## config.mk

```make
export PLATFORM = sky130hd
export DESIGN_NAME = wakeup_watchdog_reset
export DESIGN_NICKNAME = d
export VERILOG_FILES = /design/src/pkg/wdog_pkg.sv /design/src/rtl/pin_sync.sv /design/src/rtl/wakeup_watchdog_reset.sv
export SDC_FILE = /design/constraint.sdc
export NUM_CORES = 1
export LEC_CHECK = 0
export BUFFER_PORTS_ARGS = -buffer_cell sky130_fd_sc_hd__buf_2
export CORE_MARGIN = 4
export CORE_UTILIZATION = 65
export CTS_CLUSTER_SIZE = 16
export DETAILED_ROUTE_END_ITERATION = 6
export PLACE_DENSITY = 0.83
export SYNTH_ARGS = -nofsm -noshare
export SYNTH_HDL_FRONTEND = slang
export SYNTH_SLANG_ARGS = --single-unit
```

## constraint.sdc

```tcl
create_clock -name clk -period 3.8 [get_ports clk]
set_input_delay 0.76 -clock clk [delete_from_list [all_inputs] [get_ports clk]]
set_output_delay 0.76 -clock clk [all_outputs]
set_load 0.01 [all_outputs]
```

## src/pkg/wdog_pkg.sv

```systemverilog
// package: timing constants and state encoding for the wake-up watchdog supervisor
package wdog_pkg;
  // timing resistor default in ohms; all times but the clock period and the watchdog response scale from it
  localparam int TIMING_RESISTOR_OHM = 60000;
  // clock period in picoseconds (250 MHz)
  localparam longint CLK_PERIOD_PS = 64'd4000;
  // coefficients scaled to picoseconds per ohm (x1e12)
  localparam longint WAKE_PERIOD_PS_PER_OHM = 64'd417000; // 4.17e-7 s/ohm
  localparam longint RST_DELAY_PS_PER_OHM = 64'd52100; // 5.21e-8 s/ohm
  localparam longint REL_TO_WAKE_PS_PER_OHM = 64'd208000; // 2.08e-7 s/ohm
  // watchdog response time, picoseconds (2.0 us)
  localparam longint WDI_RESP_PS = 64'd2000000;
  localparam int WDI_RESP_CYC = int'(WDI_RESP_PS / CLK_PERIOD_PS);
  // derived default cycle counts at the default resistor
  localparam longint HALF_PERIOD_CYC_DEF =
    (WAKE_PERIOD_PS_PER_OHM * TIMING_RESISTOR_OHM) / (2 * CLK_PERIOD_PS);
  localparam longint RST_DELAY_CYC_DEF =
    (RST_DELAY_PS_PER_OHM * TIMING_RESISTOR_OHM + CLK_PERIOD_PS - 1) / CLK_PERIOD_PS;
  localparam longint REL_TO_WAKE_CYC_DEF =
    (REL_TO_WAKE_PS_PER_OHM * TIMING_RESISTOR_OHM + CLK_PERIOD_PS - 1) / CLK_PERIOD_PS;
  localparam int CNT_W = 32; // counter width
  localparam logic SYNC_RESET_VAL = 1'b0; // synchroniser reset value
  // supervisor states
  typedef enum logic [3:0] {
    ST_HOLD = 4'b0001, // reset asserted, waiting for regulation
    ST_DELAY = 4'b0010, // reset delay running
    ST_PRE = 4'b0100, // reset released, waiting for first rise
    ST_RUN = 4'b1000 // wake-up cycles running
  } sup_state_t;
endpackage

```

## src/rtl/pin_sync.sv

```systemverilog
// three-stage synchroniser with agreement filter for one pin input
`timescale 1ns/100ps
module pin_sync
  import wdog_pkg::*;
(
  input wire logic clk, // system clock
  input wire logic reset, // synchronous reset, active high
  input wire logic pin, // asynchronous pin
  output logic level // filtered level
);
  logic [2:0] sh_r; // sh_r[0] is the metastable stage
  logic [2:0] sh_nxt;
  logic level_r;
  logic level_nxt;

  // shift; filtered level changes only when stages two and three agree
  always_comb
  begin
    sh_nxt = {sh_r[1:0], pin};
    level_nxt = level_r;
    if (sh_r[1] == sh_r[2])
    begin
      level_nxt = sh_r[2];
    end
  end

  // register only
  always_ff @(posedge clk)
  begin
    if (reset)
    begin
      sh_r <= {3{SYNC_RESET_VAL}};
      level_r <= SYNC_RESET_VAL;
    end
    else
    begin
      sh_r <= sh_nxt;
      level_r <= level_nxt;
    end
  end

  assign level = level_r;
endmodule

```

## src/rtl/wakeup_watchdog_reset.sv

```systemverilog
// wake-up generator, watchdog monitor and reset supervisor
// Behaviour
// wake-up output is continuous 50% square wave
// period, reset delay, release delay scale together
// microcontroller pulses watchdog after each wake rise
// first watchdog fall drives wake-up low
// later watchdog falls in cycle are ignored
// reset held until output is in regulation
// regulation loss resets; release after reset delay
// no watchdog fall in cycle gives reset
// wake-up forced low while reset asserted
// after release, cycle restarts after release delay
// timings are parameterised clock cycle counts
`timescale 1ns/100ps
module wakeup_watchdog_reset
  import wdog_pkg::*;
#(
  // package counts are 64-bit; cut to the 32-bit counter on purpose
  parameter int unsigned HALF_PERIOD_CYC = 32'(HALF_PERIOD_CYC_DEF), // half wake-up period
  parameter int unsigned RST_DELAY_CYC = 32'(RST_DELAY_CYC_DEF), // reset delay
  parameter int unsigned REL_TO_WAKE_CYC = 32'(REL_TO_WAKE_CYC_DEF) // release to first rise
)
(
  input wire logic clk, // 250 MHz clock
  input wire logic reset, // synchronous reset, active high
  input wire logic in_regulation, // regulator comparator: output in regulation
  input wire logic watchdog_input, // watchdog pin from microcontroller
  output logic wakeup, // wake-up square wave
  output logic reset_out_n // supervisor reset, active low
);
  logic reg_ok; // filtered regulation level
  logic wdi_lvl; // filtered watchdog level
  logic wdi_prev_r; // previous watchdog level for edge detection
  logic wdi_prev_nxt;
  logic wdi_fall; // one-cycle watchdog falling edge
  sup_state_t state_r; // supervisor state
  sup_state_t state_nxt;
  logic [CNT_W-1:0] cnt_r; // shared timing counter
  logic [CNT_W-1:0] cnt_nxt;
  logic high_half_r; // 1 during first half of a wake-up cycle
  logic high_half_nxt;
  logic seen_r; // watchdog fall seen this cycle
  logic seen_nxt;
  logic wakeup_r; // registered wake-up output
  logic wakeup_nxt;
  logic rst_n_r; // registered reset output
  logic rst_n_nxt;

  // both pins come from outside the clock domain
  // one filter per pin, so a slow regulation edge never delays a watchdog fall
  pin_sync u_sync_reg (
    .clk(clk),
    .reset(reset),
    .pin(in_regulation),
    .level(reg_ok)
  );
  pin_sync u_sync_wdi (
    .clk(clk),
    .reset(reset),
    .pin(watchdog_input),
    .level(wdi_lvl)
  );

  // falling edge on the filtered level; response well inside 2 us
  // the previous level resets low, so the filter settling high after reset
  // is never mistaken for a watchdog fall
  assign wdi_fall = wdi_prev_r & ~wdi_lvl;

  // supervisor next state: one counter times every phase
  always_comb
  begin
    state_nxt = state_r;
    cnt_nxt = cnt_r;
    high_half_nxt = high_half_r;
    seen_nxt = seen_r;
    wdi_prev_nxt = wdi_lvl;
    wakeup_nxt = wakeup_r;
    rst_n_nxt = rst_n_r;
    case (state_r)
      ST_HOLD:
      begin
        // reset stays low until regulation is reached
        rst_n_nxt = 1'b0;
        wakeup_nxt = 1'b0;
        cnt_nxt = '0;
        if (reg_ok)
        begin
          state_nxt = ST_DELAY;
        end
      end
      ST_DELAY:
      begin
        // reset delay counted only while regulation holds
        wakeup_nxt = 1'b0;
        if (!reg_ok)
        begin
          state_nxt = ST_HOLD;
          cnt_nxt = '0;
        end
        else if (cnt_r >= CNT_W'(RST_DELAY_CYC - 1))
        begin
          state_nxt = ST_PRE;
          rst_n_nxt = 1'b1;
          cnt_nxt = '0;
        end
        else
        begin
          cnt_nxt = cnt_r + 1'b1;
        end
      end
      ST_PRE:
      begin
        // wait out the release-to-wake delay, then start a fresh cycle
        // reset is already released here; regulation loss pulls it low again
        wakeup_nxt = 1'b0;
        if (!reg_ok)
        begin
          state_nxt = ST_HOLD;
          rst_n_nxt = 1'b0;
          cnt_nxt = '0;
        end
        else if (cnt_r >= CNT_W'(REL_TO_WAKE_CYC - 1))
        begin
          state_nxt = ST_RUN;
          wakeup_nxt = 1'b1;
          high_half_nxt = 1'b1;
          seen_nxt = 1'b0;
          cnt_nxt = '0;
        end
        else
        begin
          cnt_nxt = cnt_r + 1'b1;
        end
      end
      ST_RUN:
      begin
        if (!reg_ok)
        begin
          // regulation loss overrides everything
          state_nxt = ST_HOLD;
          rst_n_nxt = 1'b0;
          wakeup_nxt = 1'b0;
          cnt_nxt = '0;
        end
        else
        begin
          // the microcontroller answers each rise with a pulse
          // only the first fall of a cycle acts; later ones find seen_r set
          if (wdi_fall && !seen_r)
          begin
            seen_nxt = 1'b1;
            wakeup_nxt = 1'b0;
          end
          if (cnt_r >= CNT_W'(HALF_PERIOD_CYC - 1))
          begin
            cnt_nxt = '0;
            if (high_half_r)
            begin
              // mid-cycle: wake-up falls to give a 50% wave
              high_half_nxt = 1'b0;
              wakeup_nxt = 1'b0;
            end
            // a fall on this very edge still counts for this cycle; the later clear of seen_nxt wins over its set
            else if (!(seen_r || (wdi_fall && !seen_r)))
            begin
              // end of cycle with no watchdog fall: reset pulse
              state_nxt = ST_DELAY;
              rst_n_nxt = 1'b0;
              wakeup_nxt = 1'b0;
            end
            else
            begin
              // next cycle starts high; watchdog window reopens
              high_half_nxt = 1'b1;
              seen_nxt = 1'b0;
              wakeup_nxt = 1'b1;
            end
          end
          else
          begin
            cnt_nxt = cnt_r + 1'b1;
          end
        end
      end
      default:
      begin
        state_nxt = ST_HOLD;
        rst_n_nxt = 1'b0;
        wakeup_nxt = 1'b0;
        cnt_nxt = '0;
      end
    endcase
  end

  // register only; reset enters hold with reset asserted
  // synchronous reset: the outputs can change only on a clock edge
  always_ff @(posedge clk)
  begin
    if (reset)
    begin
      state_r <= ST_HOLD;
      cnt_r <= '0;
      high_half_r <= 1'b0;
      seen_r <= 1'b0;
      wdi_prev_r <= 1'b0;
      wakeup_r <= 1'b0;
      rst_n_r <= 1'b0;
    end
    else
    begin
      state_r <= state_nxt;
      cnt_r <= cnt_nxt;
      high_half_r <= high_half_nxt;
      seen_r <= seen_nxt;
      wdi_prev_r <= wdi_prev_nxt;
      wakeup_r <= wakeup_nxt;
      rst_n_r <= rst_n_nxt;
    end
  end

  assign wakeup = wakeup_r;
  assign reset_out_n = rst_n_r;
endmodule
```

==> flow_summary.yaml <==
status:
  outcome: "finished clean"
setup_path:
  r2r_start: "cnt_r[18]"
  path_depth: 7
  slowest_stage: "dfxtp_1"
  worstPathArrival_ns: 2.61
  cp_cell_sequence: "and4_1 -> nand4_2 -> a211oi_2 -> nor3b_2 -> o311ai_4 -> buf_4 -> nor2_1"
  worst-path-buf-inv: 1
  path_delay_family: "simple AND/OR/NAND/NOR gates"
  worstPathMaxFanout: 22
  crit_type: "flop to flop"
  r2r-end: "cnt_r[17]"
  critPathMaxStageDelay_ns: 0.50
  crit_required_ns: 4.06
  rr_worst_depth: 7
  end_kind: "flop"
  start_kind: "flop"
  r2r_setup_slack_ns: 1.46
floorplan:
  die-height_um: 66.6
  io_pins: 6
  chipWidth_um: 66.6
  die_area_um2: 4430
  core_area_um2: 3340
  rows: 21
  start_util: 0.669
sta:
  clock_skew_ns: 0.0122
  period_minus_slack_ns: 2.34
  hold_viol_final: 0
  finalMaxSlewViolations: 0
  fin_ws_ns: 1.46
  setup-violations-final: 0
  post-route-period-util: 0.617
  worst_slew_pin_slew_ns: 0.639
  rsz0062_at_grt: "false"
  setup_tns_ns: 0
  slew_headroom: 0.573
  fmax_mhz: 427
yosys:
  ys_warn_count: 0
  syn_area_per_cell_um2: 9.87
  seq_area_frac_synth: 0.440
  syn-instance-count: 226
  synth.largest_area_cell: "dfxtp_1"
  synth_ff_type: "dfxtp_1"
  yosysUniqueCellTypes: 56
  synth_edf_count: 0
  synth_area_um2: 2230
  ys_top_cells_by_area: "dfxtp_1, nor2_2, xor2_1"
  synthArstFlopShare: 0
  ys_ff_latch: 49
  synth_top_area_frac: 0.440
clocking:
  cts_resized: 0
  cts_buffers: 5
  h-tree-depth: 2
  clock_latency_ns: 0.37
  clk_pin_slew_ns: 0.15
  cts.sinks: 49
  clockBufferDepth: 2
  cts_hold_buf: 0
  post_cts_buffers: 0
  cts_tree: "built"
  ctsRootBufferMaster: "clkbuf_4"
final_layout:
  drive_gt1_frac: 0.207
  diodes: 0
  syn_to_final_growth_pct: 5.83
  final_cell_mix: "dfxtp_1, nor2_2, nand2_1"
  design_area_um2: 2360
  final_common_cell: "dfxtp_1"
  nets: 245
  nFillCells: 266
worst_hold_path:
  hp-class: "flop to flop"
  min-delay-start: "u_sync_reg.sh_r[0]"
  worstHoldEndpoint: "u_sync_reg.sh_r[1]"
  hold_depth: 1
placed_design:
  postPlaceCellArea_um2: 2280
  port_buffers: 5
  place_congestion: 0.820
  dp_slack_ns: 1.46
  hpwl_mm: 2.52
grt:
  antenna_found_initial: 0
  grt_pass1_wl_mm: 6.26
  grt_max_degree: 23
  grt_pass1_vias: 1410
  grt_usage: 0.185
  gr-total-overflow: 0
route:
  avgViaCountPerCell: 5.33
  wl_per_cell_um: 12.2
  antenna_left: 0
  drtIter0Drc: 79
  drc: 0
  via_count: 1529
  drt_pass1_iterations: 4
  routed_wl_mm: 3.51
power_and_ir_drop:
  power_leakage_nw: 0.753
  powerDensity_nw_per_um2: 357
  vdd_drop_max_v: 0.000326
run:
  max-cap-violations: 0
area by class of cell:
cell class                      instances  area (um^2)  share of cell area
Clock buffer                            5         37.5              0.0159
Multi-Input combinational cell        175         1190               0.506
Timing Repair Buffer                    6         32.5              0.0138
Inverter                                3         11.3             0.00477
Clock inverter                          3         46.3              0.0196
Sequential cell                        49          981               0.415
Tap cell                               46         57.6              0.0244
metal layers:
metal | track usage | vias up | wire length, um
li1 | - | 812 | -
met1 | 0.257 | 691 | 1770
met2 | 0.269 | 18 | 1550
met3 | 0.0455 | 8 | 114
met4 | 0.0838 | 0 | 73
met5 | 0 | - | 0
synthesized netlist by cell type (2+ instances only):
library cell,count
o21ai_0,9
nor4_2,2
a21o_1,2
o21ai_1,3
nor3_1,4
nand2_1,19
nand3_1,11
buf_2,2
o211ai_1,2
nor2b_1,8
clkbuf_1,2
a31oi_1,4
buf_6,2
a21oi_1,7
xnor2_1,7
nor2_2,20
or3_1,3
dfxtp_1,49
and4_1,2
nand4_1,5
inv_1,3
nand2b_1,2
nor4_4,2
nor2_1,12
xor2_1,13
report_power, final:
| part | leakage [nW] | internal, W | switching, W |
|---|---|---|---|
| clock network | 0.0414 | 0.000139 | 0.000168 |
| registers | 0.399 | 0.000522 | 0.00000532 |
| logic | 0.312 | 0.00000427 | 0.00000508 |
logic make-up (layout without fill, tap and decap cells):
kind of cell               Yosys count  count (layout)  share of synthesized area
AOI/OAI and AO/OA                   40              40                      0.140
xor gates and xnor gates            20              20                     0.0785
buffers and inverters               11              17                     0.0398
other                                1              10                    0.00168
DFF                                 49              49                      0.440
and+or+nand+nor                    104             104                      0.295
adders and majority gates            1               1                    0.00561
worst reg2reg max path, cell delays in order (launching register included):
cell      delay, ns
dfxtp_1        0.50
and4_1         0.30
nand4_2        0.19
a211oi_2       0.35
nor3b_2        0.13
o311ai_4       0.29
buf_4          0.37
nor2_1         0.10
metrics by stage:
stage,hold slack [ns],power (W),util,instances
after floorplan,0.414,0.000545,-,235
after global placement,0.416,0.000548,0.682,279
after detailed placement,0.425,0.000548,0.682,279
after CTS,0.459,0.000855,0.708,287
after global routing,0.475,0.000873,0.708,287
final,0.458,0.000844,0.708,287
state kept, by name, summed over array words and instances (netlist names):
register          cells
reset_out_n           1
u_sync_reg.level      1
u_sync_wdi.level      1
u_sync_reg.sh_r       3
state_r               4
wakeup                1
high_half_r           1
u_sync_wdi.sh_r       3
seen_r                1
cnt_r                32
wdi_prev_r            1
worst max-delay path by stage:
stage | startpoint | to | slack, ns
after CTS | cnt_r[18] | cnt_r[17] | 1.44
after global placement | cnt_r[18] | cnt_r[16] | 1.49
final | cnt_r[18] | cnt_r[17] | 1.46
after detailed placement | cnt_r[18] | cnt_r[17] | 1.46
after global routing | cnt_r[18] | cnt_r[16] | 1.28
after floorplan | state_r[2] | cnt_r[21] | 1.80
No activity file was read; power rests on OpenSTA's default activity.
